==> config.mk <==
export PLATFORM = sky130hd
export DESIGN_NAME = i2cm_core
export DESIGN_NICKNAME = d
export VERILOG_FILES = /design/src/i2cm_core.v
export VERILOG_INCLUDE_DIRS = /design/src
export SDC_FILE = /design/constraint.sdc
export NUM_CORES = 1
export LEC_CHECK = 0
export ABC_AREA = 1
export BUFFER_PORTS_ARGS = -buffer_cell sky130_fd_sc_hd__buf_2
export CAP_MARGIN = 10
export CORE_UTILIZATION = 35
export CTS_CLUSTER_DIAMETER = 100
export DETAILED_ROUTE_END_ITERATION = 10
export PLACE_DENSITY_LB_ADDON = 0.25
export SLEW_MARGIN = 20
export SYNTH_ARGS = -nofsm -noshare
export SYNTH_HDL_FRONTEND = slang
export SYNTH_SLANG_ARGS = --single-unit
==> constraint.sdc <==
create_clock -name clk_sys_i -period 2.15 [get_ports clk_sys_i]
set_clock_uncertainty 0.15 [all_clocks]
set_input_delay 0.1075 -clock clk_sys_i [delete_from_list [all_inputs] [get_ports clk_sys_i]]
set_output_delay 0.1075 -clock clk_sys_i [all_outputs]
set_load 0.01 [all_outputs]
==> src/i2cm_defs.vh <==
// Purpose: constants for the i2c master sequencer (register map, fields, resets)
// Assumes: 8-bit register bus, byte addresses 0..5
// Notes: included by i2cm_core.v
//
// Function
// - receive enable write is ignored unless the module is idle
// - while receiving, toggle SCL each counter rollover and shift in SDA
// - after eighth falling clock: clear enable, load buffer, set full and irq
// - a buffer read outside transmit clears the full flag; moving a byte sets it
// - full byte received while buffer still full sets the overflow flag
// - buffer write during receive, ack or stop sets write collision, no store
// - ack enable pulls SCL low and drives the ack data level on SDA
// - ack: release SCL after one period, count once high, pull low, go idle
// - stop: drive SDA low, once low count, release SCL, then SDA
// - SDA high with SCL high sets stop seen; a period later irq and done
// - reset disables the module and abandons any transfer
// - start and stop seen flags clear on reset and while disabled
// - bus busy with interrupt enabled: a foreign stop raises the irq flag
// - released SDA sampled low while SCL high in a transmitted byte is a collision
// - transmit collision halts, clears full, releases lines, allows writes
// - collision in start, restart or ack aborts it and clears enable
// - start with a line low, or SCL low in first count, is a collision
// - SDA low in first start count restarts counter and drives SDA early
// - restart: release SCL after count; SDA low once SCL high is collision
// - restart count: SCL falling before SDA asserted is a collision
// - restart timeout with both high: drive SDA low, count, then SCL low
// - every counter period reloads from the reload value
`ifndef I2CM_DEFS_VH
`define I2CM_DEFS_VH
`define I2CM_A_CTRL1 3'h0
`define I2CM_A_CTRL2 3'h1
`define I2CM_A_STAT 3'h2
`define I2CM_A_BUF 3'h3
`define I2CM_A_RELOAD 3'h4
`define I2CM_A_FLAGS 3'h5
`define I2CM_B_WRITE_COLLISION_FLAG 7
`define I2CM_B_OVF 6
`define I2CM_B_MODEN 5
`define I2CM_B_IRQEN 0
`define I2CM_B_ACK_STATUS_FLAG 6
`define I2CM_B_ACK_DATA_VALUE 5
`define I2CM_B_ACK_SEQUENCE_ENABLE 4
`define I2CM_B_RECEIVE_ENABLE_BIT 3
`define I2CM_B_PEN 2
`define I2CM_B_REPEAT_START_ENABLE 1
`define I2CM_B_SEN 0
`define I2CM_B_STOPSEEN 4
`define I2CM_B_STARTSEEN 3
`define I2CM_B_BUSY 2
`define I2CM_B_BF 0
`define I2CM_B_BCOL 3
`define I2CM_B_SIRQ 0
`define I2CM_RELOAD_RST 8'h09
`define I2CM_LAST_BIT 4'h7
`define I2CM_ACK_BIT 4'h8
`endif

==> src/i2cm_core.v <==
// Purpose: i2c master sequencer: start, restart, byte tx/rx, ack, stop, arbitration
// Assumes: clk_sys_i at 250 MHz, synchronous active-high reset, open-drain pins
// Notes: one counter period is reload+1 clock cycles; oe_n low pulls a line low
`timescale 1ns/1ps
`default_nettype none
`include "i2cm_defs.vh"
module i2cm_core (
  // clock and reset
  input wire clk_sys_i,
  input wire srst_i,
  // register port
  input wire [2:0] addr_i,
  input wire [7:0] wdata_i,
  input wire wr_i,
  input wire rd_i,
  output reg [7:0] rdata_o,
  // bus pins
  input wire sda_i,
  output reg sda_o,
  output reg sda_oe_n_o,
  input wire scl_i,
  output reg scl_o,
  output reg scl_oe_n_o
);
  // ****************************************
  // states
  // ****************************************
  localparam [4:0] S_IDLE = 5'h00;
  localparam [4:0] S_ST1 = 5'h01;
  localparam [4:0] S_ST2 = 5'h02;
  localparam [4:0] S_RS1 = 5'h03;
  localparam [4:0] S_RS2 = 5'h04;
  localparam [4:0] S_RS3 = 5'h05;
  localparam [4:0] S_RS4 = 5'h06;
  localparam [4:0] S_RS5 = 5'h07;
  localparam [4:0] S_TXL = 5'h08;
  localparam [4:0] S_TXH = 5'h09;
  localparam [4:0] S_RXL = 5'h0A;
  localparam [4:0] S_RXH = 5'h0B;
  localparam [4:0] S_AKL = 5'h0C;
  localparam [4:0] S_AKH = 5'h0D;
  localparam [4:0] S_SP1 = 5'h0E;
  localparam [4:0] S_SP2 = 5'h0F;
  localparam [4:0] S_SP3 = 5'h10;
  localparam [4:0] S_SP4 = 5'h11;
  localparam [4:0] S_SP5 = 5'h12;

  // ****************************************
  // pin synchronisers
  // ****************************************
  reg sda_m, sda_s, scl_m, scl_s, sda_p;
  always @(posedge clk_sys_i) begin
    sda_m <= sda_i;
    sda_s <= sda_m;
    scl_m <= scl_i;
    scl_s <= scl_m;
    sda_p <= sda_s;
  end

  // ****************************************
  // state and registers
  // ****************************************
  reg [4:0] state;
  reg [7:0] cnt, reload, shift, buffer;
  reg [3:0] bitcnt;
  reg mod_en, irq_en, write_collision_flag, ovf, bf, ack_stat, ack_dt;
  reg ack_en, receive_enable_bit, stop_enable, repeat_start_enable, start_enable;
  reg start_seen, stop_seen, sirq, bcol, hi_seen;
  wire tick = (cnt == 8'h00);
  wire busy = (state != S_IDLE) | ack_en | receive_enable_bit | stop_enable | repeat_start_enable | start_enable;

  // collision: flag it, free both lines, drop every sequence enable
  task do_coll;
    begin
      bcol <= 1'b1;
      sda_oe_n_o <= 1'b1;
      scl_oe_n_o <= 1'b1;
      start_enable <= 1'b0;
      repeat_start_enable <= 1'b0;
      stop_enable <= 1'b0;
      ack_en <= 1'b0;
      receive_enable_bit <= 1'b0;
      state <= S_IDLE;
    end
  endtask

  always @(posedge clk_sys_i) begin
    if (srst_i) begin
      state <= S_IDLE;
      cnt <= 8'h00;
      reload <= `I2CM_RELOAD_RST;
      shift <= 8'h00;
      buffer <= 8'h00;
      bitcnt <= 4'h0;
      mod_en <= 1'b0;
      irq_en <= 1'b0;
      write_collision_flag <= 1'b0;
      ovf <= 1'b0;
      bf <= 1'b0;
      ack_stat <= 1'b0;
      ack_dt <= 1'b0;
      ack_en <= 1'b0;
      receive_enable_bit <= 1'b0;
      stop_enable <= 1'b0;
      repeat_start_enable <= 1'b0;
      start_enable <= 1'b0;
      start_seen <= 1'b0;
      stop_seen <= 1'b0;
      sirq <= 1'b0;
      bcol <= 1'b0;
      hi_seen <= 1'b0;
      sda_o <= 1'b0;
      scl_o <= 1'b0;
      sda_oe_n_o <= 1'b1;
      scl_oe_n_o <= 1'b1;
      rdata_o <= 8'h00;
    end else begin
      sda_o <= 1'b0;
      scl_o <= 1'b0;
      if (cnt != 8'h00)
        cnt <= cnt - 8'h01;
      // ****************************************
      // software writes (hardware sets below win)
      // ****************************************
      if (wr_i) begin
        case (addr_i)
          `I2CM_A_CTRL1: begin
            write_collision_flag <= wdata_i[`I2CM_B_WRITE_COLLISION_FLAG];
            ovf <= wdata_i[`I2CM_B_OVF];
            mod_en <= wdata_i[`I2CM_B_MODEN];
            irq_en <= wdata_i[`I2CM_B_IRQEN];
          end
          `I2CM_A_CTRL2: begin
            ack_dt <= wdata_i[`I2CM_B_ACK_DATA_VALUE];
            if (!busy) begin
              ack_en <= wdata_i[`I2CM_B_ACK_SEQUENCE_ENABLE];
              receive_enable_bit <= wdata_i[`I2CM_B_RECEIVE_ENABLE_BIT];
              stop_enable <= wdata_i[`I2CM_B_PEN];
              repeat_start_enable <= wdata_i[`I2CM_B_REPEAT_START_ENABLE];
              start_enable <= wdata_i[`I2CM_B_SEN];
            end
          end
          `I2CM_A_BUF: begin
            if (busy) begin
              write_collision_flag <= 1'b1;
            end else begin
              shift <= wdata_i;
              buffer <= wdata_i;
              bf <= 1'b1;
              bitcnt <= 4'h0;
              scl_oe_n_o <= 1'b0;
              cnt <= reload;
              state <= S_TXL;
            end
          end
          `I2CM_A_RELOAD: begin
            reload <= wdata_i;
          end
          `I2CM_A_FLAGS: begin
            if (wdata_i[`I2CM_B_BCOL])
              bcol <= 1'b0;
            if (wdata_i[`I2CM_B_SIRQ])
              sirq <= 1'b0;
          end
          default: begin
          end
        endcase
      end
      if (rd_i && addr_i == `I2CM_A_BUF && state != S_TXL && state != S_TXH)
        bf <= 1'b0;
      // ****************************************
      // read data, valid the cycle after the strobe
      // ****************************************
      rdata_o <= 8'h00;
      if (rd_i) begin
        case (addr_i)
          `I2CM_A_CTRL1: rdata_o <= {write_collision_flag, ovf, mod_en, 4'h0, irq_en};
          `I2CM_A_CTRL2: rdata_o <= {1'b0, ack_stat, ack_dt, ack_en, receive_enable_bit, stop_enable, repeat_start_enable, start_enable};
          `I2CM_A_STAT: rdata_o <= {3'h0, stop_seen, start_seen, busy, 1'b0, bf};
          `I2CM_A_BUF: rdata_o <= buffer;
          `I2CM_A_RELOAD: rdata_o <= reload;
          `I2CM_A_FLAGS: rdata_o <= {4'h0, bcol, 2'h0, sirq};
          default: rdata_o <= 8'h00;
        endcase
      end
      // ****************************************
      // bus monitor for start and stop
      // ****************************************
      if (scl_s && sda_p && !sda_s) begin
        start_seen <= 1'b1;
        stop_seen <= 1'b0;
      end
      if (scl_s && !sda_p && sda_s) begin
        stop_seen <= 1'b1;
        start_seen <= 1'b0;
        if (irq_en && state != S_SP4 && state != S_SP5)
          sirq <= 1'b1;
      end
      // ****************************************
      // sequencer
      // ****************************************
      case (state)
        S_IDLE: begin
          if (start_enable) begin
            if (!sda_s || !scl_s) begin
              do_coll;
            end else begin
              sda_oe_n_o <= 1'b1;
              scl_oe_n_o <= 1'b1;
              cnt <= reload;
              state <= S_ST1;
            end
          end else if (repeat_start_enable) begin
            scl_oe_n_o <= 1'b0;
            state <= S_RS1;
          end else if (stop_enable) begin
            sda_oe_n_o <= 1'b0;
            state <= S_SP1;
          end else if (receive_enable_bit) begin
            sda_oe_n_o <= 1'b1;
            scl_oe_n_o <= 1'b0;
            bitcnt <= 4'h0;
            cnt <= reload;
            state <= S_RXL;
          end else if (ack_en) begin
            scl_oe_n_o <= 1'b0;
            sda_oe_n_o <= ack_dt;
            hi_seen <= 1'b0;
            cnt <= reload;
            state <= S_AKL;
          end
        end
        S_ST1: begin
          if (!sda_s) begin
            sda_oe_n_o <= 1'b0;
            cnt <= reload;
            state <= S_ST2;
          end else if (!scl_s) begin
            do_coll;
          end else if (tick) begin
            sda_oe_n_o <= 1'b0;
            cnt <= reload;
            state <= S_ST2;
          end
        end
        S_ST2: begin
          if (tick) begin
            scl_oe_n_o <= 1'b0;
            start_enable <= 1'b0;
            sirq <= 1'b1;
            state <= S_IDLE;
          end
        end
        S_RS1: begin
          cnt <= reload;
          if (!scl_s) begin
            sda_oe_n_o <= 1'b1;
            state <= S_RS2;
          end
        end
        S_RS2: begin
          if (tick) begin
            if (sda_s) begin
              scl_oe_n_o <= 1'b1;
              state <= S_RS3;
            end else begin
              do_coll;
            end
          end
        end
        S_RS3: begin
          cnt <= reload;
          if (scl_s) begin
            if (!sda_s)
              do_coll;
            else
              state <= S_RS4;
          end
        end
        S_RS4: begin
          if (!scl_s && sda_s) begin
            do_coll;
          end else if (tick) begin
            sda_oe_n_o <= 1'b0;
            cnt <= reload;
            state <= S_RS5;
          end
        end
        S_RS5: begin
          if (tick) begin
            scl_oe_n_o <= 1'b0;
            repeat_start_enable <= 1'b0;
            sirq <= 1'b1;
            state <= S_IDLE;
          end
        end
        S_TXL: begin
          sda_oe_n_o <= (bitcnt == `I2CM_ACK_BIT) ? 1'b1 : shift[7];
          if (tick) begin
            scl_oe_n_o <= 1'b1;
            cnt <= reload;
            state <= S_TXH;
          end
        end
        S_TXH: begin
          if (!scl_s) begin
            cnt <= reload;
          end else if (bitcnt != `I2CM_ACK_BIT && sda_oe_n_o && !sda_s) begin
            do_coll;
            bf <= 1'b0;
          end else if (tick) begin
            scl_oe_n_o <= 1'b0;
            cnt <= reload;
            bitcnt <= bitcnt + 4'h1;
            shift <= {shift[6:0], 1'b0};
            if (bitcnt == `I2CM_LAST_BIT)
              bf <= 1'b0;
            if (bitcnt == `I2CM_ACK_BIT) begin
              ack_stat <= sda_s;
              sirq <= 1'b1;
              state <= S_IDLE;
            end else begin
              state <= S_TXL;
            end
          end
        end
        S_RXL: begin
          if (tick) begin
            scl_oe_n_o <= 1'b1;
            cnt <= reload;
            state <= S_RXH;
          end
        end
        S_RXH: begin
          if (!scl_s) begin
            cnt <= reload;
          end else if (tick) begin
            scl_oe_n_o <= 1'b0;
            cnt <= reload;
            shift <= {shift[6:0], sda_s};
            bitcnt <= bitcnt + 4'h1;
            state <= S_RXL;
            if (bitcnt == `I2CM_LAST_BIT) begin
              buffer <= {shift[6:0], sda_s};
              if (bf)
                ovf <= 1'b1;
              bf <= 1'b1;
              sirq <= 1'b1;
              receive_enable_bit <= 1'b0;
              cnt <= 8'h00;
              state <= S_IDLE;
            end
          end
        end
        S_AKL: begin
          if (tick) begin
            scl_oe_n_o <= 1'b1;
            cnt <= reload;
            state <= S_AKH;
          end
        end
        S_AKH: begin
          if (!scl_s && !hi_seen) begin
            cnt <= reload;
          end else if (ack_dt && !sda_s) begin
            do_coll;
          end else begin
            hi_seen <= 1'b1;
            if (tick) begin
              scl_oe_n_o <= 1'b0;
              ack_en <= 1'b0;
              sirq <= 1'b1;
              state <= S_IDLE;
            end
          end
        end
        S_SP1: begin
          cnt <= reload;
          if (!sda_s)
            state <= S_SP2;
        end
        S_SP2: begin
          if (tick) begin
            scl_oe_n_o <= 1'b1;
            cnt <= reload;
            state <= S_SP3;
          end
        end
        S_SP3: begin
          if (!scl_s) begin
            cnt <= reload;
          end else if (tick) begin
            sda_oe_n_o <= 1'b1;
            state <= S_SP4;
          end
        end
        S_SP4: begin
          cnt <= reload;
          if (sda_s && scl_s)
            state <= S_SP5;
        end
        S_SP5: begin
          if (tick) begin
            stop_enable <= 1'b0;
            sirq <= 1'b1;
            state <= S_IDLE;
          end
        end
        default: begin
          state <= S_IDLE;
        end
      endcase
      // ****************************************
      // module disabled: everything idle
      // ****************************************
      if (!mod_en) begin
        state <= S_IDLE;
        cnt <= 8'h00;
        sda_oe_n_o <= 1'b1;
        scl_oe_n_o <= 1'b1;
        ack_en <= 1'b0;
        receive_enable_bit <= 1'b0;
        stop_enable <= 1'b0;
        repeat_start_enable <= 1'b0;
        start_enable <= 1'b0;
        start_seen <= 1'b0;
        stop_seen <= 1'b0;
      end
    end
  end
endmodule // i2cm_core
`default_nettype wire

# Word level (Yosys, flattened, before mapping)
# Index checks and enable logic that the tools add are counted.
dict set report totals {
  ff_bits 73
  in_bits 17
  out_inout_bits 12
  word_cells 414
}
dict set report op_classes {
  add_sub_neg 2
  eq_ne 48
  mux 281
  bitwise_logic 8
  n_reduce_logical 44
}
# op count
set ops {}
lappend ops {{2-to-1 mux 8 bit} 36}
lappend ops {{2-to-1 mux 1 bit} 181}
lappend ops {{2-to-1 mux 5 bit} 32}
lappend ops {{one-hot mux 5 bit (17 select lines)} 1}
lappend ops {{one-hot mux 8 bit (9 select lines)} 1}
lappend ops {{2-to-1 mux 4 bit} 13}
lappend ops {{one-hot mux 8 bit (6 select lines)} 1}
lappend ops {{equality test 5 x 4 -> 1 bit, second input constant} 8}
lappend ops {{!= test 2 bit, second input constant} 16}
lappend ops {{one-hot mux 1 bit (8 select lines)} 4}
lappend ops {{equality test 5 x 3 -> 1 bit, second input constant} 4}
lappend ops {{one-hot mux 8 bit (2 select lines)} 1}
lappend ops {{equality test 5 bit, second input constant} 3}
lappend ops {{logical AND 1 bit} 15}
lappend ops {{!= test 5 bit, second input constant} 3}
lappend ops {{one-hot mux 1 bit (7 select lines)} 2}
lappend ops {{one-hot mux 4 bit (3 select lines)} 1}
lappend ops {{AND reduction 12 bit} 1}
lappend ops {{equality test 5 x 2 -> 1 bit, second input constant} 2}
lappend ops {{!= test 5 x 4 -> 1 bit, second input constant} 2}
lappend ops {{one-hot mux 1 bit (10 select lines)} 1}
lappend ops {{nonzero test 10 bit} 1}
lappend ops {{one-hot mux 1 bit (9 select lines)} 1}
lappend ops {{logical NOT 8 bit} 1}
lappend ops {{30 further kinds} 52}

# Depth between registers and ports, before layout
dict set report logic_depth {
  ltp_word 15
  mapped_depth 17
  ltp_nobuf 17
}

# Worst setup path after synthesis
# OpenSTA, ideal clock, no wires.
dict set report synth_timing {
  kind {register to register}
  start {register cnt[3]}
  end {register cnt[1]}
  setup_ns 0.117
  arrival_ns 1.721
  required_time_ns 1.883
  slack_ns 0.162
  path_stages_with_launch 16
  n_path_buf 1
  period_less_slack_ns 1.988
  cell_sequence {dfxtp_1 > inv_1 > nand2_1 > nor2_1 > nand2_2 > buf_6 > o21ai_0 > inv_1 > nand2_2 > nand2_1 > nand2_1 > nand3_1 > nand3_1 > nand2_1 > nor2_1 > nor2_1}
}
dict set report synth_between {
  elab_chain_len 11
  elab_cells_between_ends 23
  classes_between {mux: 21; reduce/logical: 2}
}
# item line
set synth_rtl {}
lappend synth_rtl {{from (decl)} i2cm_core.v:64} ;# reg [7:0] cnt, reload, shift, buffer;
lappend synth_rtl {{from (signal assigned)} i2cm_core.v:121} ;# cnt <= cnt - 8'h01;
lappend synth_rtl {{from (signal assigned)} i2cm_core.v:152} ;# cnt <= reload;
lappend synth_rtl {{from (signal assigned)} i2cm_core.v:210} ;# cnt <= reload;
lappend synth_rtl {{nonzero test 8 bit} i2cm_core.v:120} ;# if (cnt != 8'h00)
lappend synth_rtl {{2-to-1 mux 8 bit} i2cm_core.v:120}
lappend synth_rtl {{2-to-1 mux 8 bit} i2cm_core.v:144} ;# if (busy) begin
lappend synth_rtl {{2-to-1 mux 8 bit} i2cm_core.v:126} ;# case (addr_i)
lappend synth_rtl {{2-to-1 mux 8 bit} i2cm_core.v:125} ;# if (wr_i) begin
lappend synth_rtl {{2-to-1 mux 8 bit} i2cm_core.v:225} ;# end else if (ack_en) begin
lappend synth_rtl {{2-to-1 mux 8 bit} i2cm_core.v:219} ;# end else if (receive_enable_bit) begin
lappend synth_rtl {{2-to-1 mux 8 bit} i2cm_core.v:216} ;# end else if (stop_enable) begin
lappend synth_rtl {{2-to-1 mux 8 bit} i2cm_core.v:213} ;# end else if (repeat_start_enable) begin
lappend synth_rtl {{2-to-1 mux 8 bit} i2cm_core.v:204} ;# if (start_enable) begin
lappend synth_rtl {{one-hot mux 8 bit (9 select lines) (*)} i2cm_core.v:202} ;# case (state)
# Every way passes the cells marked *; elsewhere a longest branch is shown, timed or not.
# A chain may end at the register's enable or synchronous reset.

# Worst setup path in the final report
dict set report layout_timing {
  start {register state[2]}
  end {register sda_oe_n_o}
}
dict set report layout_between {
  elab_chain_len 3
  elab_cells_between_ends 24
  classes_between {eq/ne: 20; mux: 1; reduce/logical: 3}
}
# item line
set layout_rtl {}
lappend layout_rtl {{from (decl)} i2cm_core.v:63} ;# reg [4:0] state;
lappend layout_rtl {{from (signal assigned)} i2cm_core.v:89} ;# state <= S_IDLE;
lappend layout_rtl {{from (signal assigned)} i2cm_core.v:153} ;# state <= S_TXL;
lappend layout_rtl {{from (signal assigned)} i2cm_core.v:211} ;# state <= S_ST1;
lappend layout_rtl {{equality test 5 x 4 -> 1 bit (tied with other cells)} i2cm_core.v:202}
lappend layout_rtl {{nonzero test 10 bit (no line) (tied with other cells)} -}
lappend layout_rtl {{AND reduction 12 bit (no line)} -}
lappend layout_rtl {{to (signal assigned)} i2cm_core.v:227} ;# sda_oe_n_o <= ack_dt;
lappend layout_rtl {{to (signal assigned)} i2cm_core.v:298} ;# sda_oe_n_o <= (bitcnt == `I2CM_ACK_BIT) ? 1'b1 : shift[7];
lappend layout_rtl {{to (decl)} i2cm_core.v:20} ;# output reg sda_oe_n_o,
# Parallel ways exist; a longest one is shown, timed or not.

==> results by group <==
STA
  • Worst Hold Slack: 0.0118 ns
  • Count of final setup violators: 2
  • Hold Fails Final Rpt: 0
  • Max Slew Vio Count: 0
  • Max Clk Rate: 453 MHz
  • Final worst setup slack: -0.0582 ns
  • Setup TNS: -0.113 ns
  • RSZ-0062 raised after global routing: true
  • Fin crit period: 2.21 ns
  • Actual slew at the worst max-slew pin: 0.698 ns
  • Relative slew slack: 53.4%
  • Tcrit/Tclk final: 103%

Status
  • Status: complete, but fails checks
  • Failing checks: setup timing

Setup path
  • CP Capture Type: flop
  • Worst R2R Setup Slack: -0.06 ns
  • Crit Reg-Reg Endpoint: sda_oe_n_o
  • Crit-path slowest cell: dfxtp_4
  • Worst setup path end: sda_oe_n_o
  • CP delay by family, top: simple AND/OR/NAND/NOR gates
  • Crit-path max cell delay: 0.37 ns
  • Worst-path maximum fanout: 5
  • Setup crit start kind: flop
  • Critical Path AT: 2.30 ns
  • Req. time, crit path: 2.24 ns
  • CP Class: flop to flop
  • R2r startpoint: state[2]
  • R2R depth: 12
  • Buf/Inv on CP: 3
  • CP Launch Point: state[2]
  • Crit-path cells: nor2_4 -> nand2_2 -> buf_4 -> inv_1 -> nand2_1 -> o21ai_0 -> a21oi_1 -> buf_4 -> nand4_1 -> nand4_1 -> a21oi_1 -> nand2_1
  • Total stage count of the critical path: 12

Power and ir drop
  • Sw Pwr: 0.00106 W
  • Clock power share: 47.8%
  • Worst VDD drop: 0.000471 V
  • Logic gate share of total power: 12.6%
  • Leak Pwr: 4.02 nW
  • Cell-internal power: 0.00246 W
  • Cell Pwr Density: 416 nW/um^2
  • Tot Pwr: 0.00352 W
  • Net Sw Frac: 30.1%
  • Reg power frac: 39.7%

Placed design
  • Port Buffers: 26
  • Placed cells: 1,405
  • Post-DP HPWL: 20,000 um
  • Worst slack, placed: -0.167 ns
  • Final GP Congestion: 1.03

Yosys
  • Post-synth EDFFs: 0
  • Yosys cell types: 50
  • Largest cells by area after synthesis: dfxtp_1 (25%), nand2_1 (15%), inv_1 (8.2%)
  • Post-Synth XOR/XNOR Area: 0.294%
  • Simple-gate portion of the synthesized area: 40.7%
  • Primary FF master, synth: dfxtp_1
  • Ys Warns: 0
  • Synth Cell Area: 5960 sq um
  • Fraction of registers with async set/reset: 0%
  • Compound-Gate Fraction of Synth Area: 21.6%
  • Main combinational cell family by area after synthesis: simple AND/OR/NAND/NOR gates
  • Top cell type's share of synthesized area: 24.5%
  • Gate Count Post-Synth: 1,027
  • Area leader, netlist: dfxtp_1
  • Post-Syn Area per Cell: 5.81 sq um
  • Post-Synth Adder-Cell Area: 0.839%
  • Register area share after synthesis: 24.5%
  • Mux contribution to synthesized area: 0.168%
  • Synthesis-stage register bit count: 73

Die
  • I/O Pins: 29
  • Row cnt: 47
  • Area of the die: 17,600 sq um
  • Die Span Y: 133 um
  • Core ar.: 16,600 sq um
  • Die width: 133 um
  • Initial core utilization: 36.0%

Detailed routing
  • Drt drc: 0
  • DR iter-0 viols: 1,039
  • 1st-pass router iterations: 6
  • Final WL: 26,600 um
  • Vias: 7,912
  • Routed wire per std cell: 18.4 um
  • Routed vias/inst: 5.48
  • DRT antenna net count: 0

CTS
  • Htree depth: 3
  • Sink Count: 73
  • CTS tree: yes
  • Total CTS buffers: 9
  • Worst skew pair latency: 0.36 ns
  • Root buffer selected by CTS: clkbuf_16
  • Clk buf depth: 2
  • Clock slew at reported path FFs: 0.08 ns

Final layout
  • Share of cells above drive strength 1: 29.2%
  • Final cell count without fillers: 1,445
  • Layout Nets: 1,241
  • P&R area growth vs syn: 42.0%
  • Ant. Diodes: 0

Job
  • Maxcap violations: 0

Global route
  • Vias in the first global route: 7,220
  • Largest net degree at the start of global routing: 25
  • Initial antenna violation count: 0
  • Gr ovfl total: 0
  • First-pass GRT wire length: 40,000 um
  • Total track usage: 29.7%

Worst hold path
  • Min-Delay Path Class: primary input to flop
==> flip-flops by register name, summed over array words and instances (netlist names), 4 cells and up <==
name	cells
buffer	8
cnt	8
rdata_o	8
reload	8
shift	8
state	5
bitcnt	4
==> final cells by class <==
class                   instances  area [sq um]
clock buffers                   9           225
clock inverters                 7          85.1
fillers                      1754          8120
inverters                     145           551
multi-input cells             778          4150
flip-flops and latches         73          1480
well taps                     220           275
repair buffers                213          1700
==> layout by cell type, fill, tap and decap left out, types with 10 or more instances in the layout <==
master and instances:
nor2_2 25, dlygate4sd3_1 12, nand3_1 86, o21ai_0 81
dfxtp_1 64, buf_4 160, o211ai_1 10, nand4_1 15
nand2_1 220, inv_2 16, nand2_2 26, buf_2 25
nor2_1 100, a21oi_1 81, nor2_4 17, nor3_1 15
inv_1 121
==> Yosys cell counts, types with 6 or more instances <==
| cell | instances |
|---|---|
| o22ai_1 | 6 |
| buf_2 | 8 |
| clkbuf_1 | 18 |
| a221oi_1 | 9 |
| nand2_2 | 11 |
| a21oi_1 | 85 |
| dfxtp_1 | 73 |
| o21ai_0 | 87 |
| nor2_4 | 8 |
| nand2_1 | 242 |
| nor2_1 | 126 |
| o211ai_1 | 10 |
| nand4_1 | 15 |
| nor2_2 | 8 |
| nor3_1 | 17 |
| inv_2 | 9 |
| inv_1 | 130 |
| clkinv_1 | 6 |
| nand3_1 | 92 |
==> metrics by stage <==
| stage | area (sq um) | utilization [%] |
|---|---|---|
| after detailed placement | 7480 | 45.1 |
| after floorplan | 5970 | - |
| after global placement | 7480 | 45.1 |
| after global routing | 8460 | 51.0 |
| final | 8460 | 51.0 |
| after CTS | 8080 | 48.7 |
==> power by group through the flow <==
| stage | Sequential (W) | Clock (W) | Combinational (W) |
|---|---|---|---|
| 3_5_place_dp | 0.00143 | 0 | 0.000381 |
| 5_1_grt | 0.00140 | 0.00174 | 0.000476 |
| 3_3_place_gp | 0.00143 | 0 | 0.000384 |
| 6_report | 0.00140 | 0.00168 | 0.000442 |
| 2_1_floorplan | 0.00142 | 0 | 0.000217 |
| 4_1_cts | 0.00140 | 0.00169 | 0.000407 |
==> kinds of logic (layout without fill, tap and decap cells) <==
logic type	count (synthesis)	count (layout)
AO/OA/AOI/OAI	229	229
XOR/XNOR	2	2
adder cells (fa/ha/maj)	4	4
buffers and inverters	177	374
flip-flops	73	73
multiplexers	1	1
other	1	2
AND/OR/NAND/NOR	540	540
==> routing by layer <==
metal / vias to the layer above / GRT usage, % / share of wire, %
met5: - / 0 / 0
met4: 0 / 13.2 / 4.0
met3: 83 / 5.21 / 9.2
met2: 448 / 47.5 / 45
met1: 3586 / 39.1 / 42
li1: 3795 / - / -
==> timing repair <==
action,4_1_cts,5_1_grt
cloned,0,0
hold endpoints to repair,23,0
resized for setup,33,105
hold buffers,12,0
pin swaps,8,29
buffers inserted,5,7
setup endpoints to repair,29,39
==> how the worst min path moves through the flow <==
stage / startpoint / endpoint / slack, ns / cells after the start
6_report: rd_i / rdata_o[7] / 0.01 / 5
5_1_grt: rd_i / rdata_o[7] / 0.02 / 5
4_1_cts: rd_i / rdata_o[7] / 0.01 / 5
3_5_place_dp: scl_i / scl_m / 0.06 / 1
3_3_place_gp: sda_i / sda_m / 0.06 / 1
2_1_floorplan: scl_i / scl_m / -0.01 / 0
==> tightest hold or removal path, stage by stage <==
cell and delay (ns):
buf_2 0.10, inv_1 0.07, nor2_1 0.07, nand2_1 0.09
inv_1 0.04
Power figures use the tool's default switching activity.
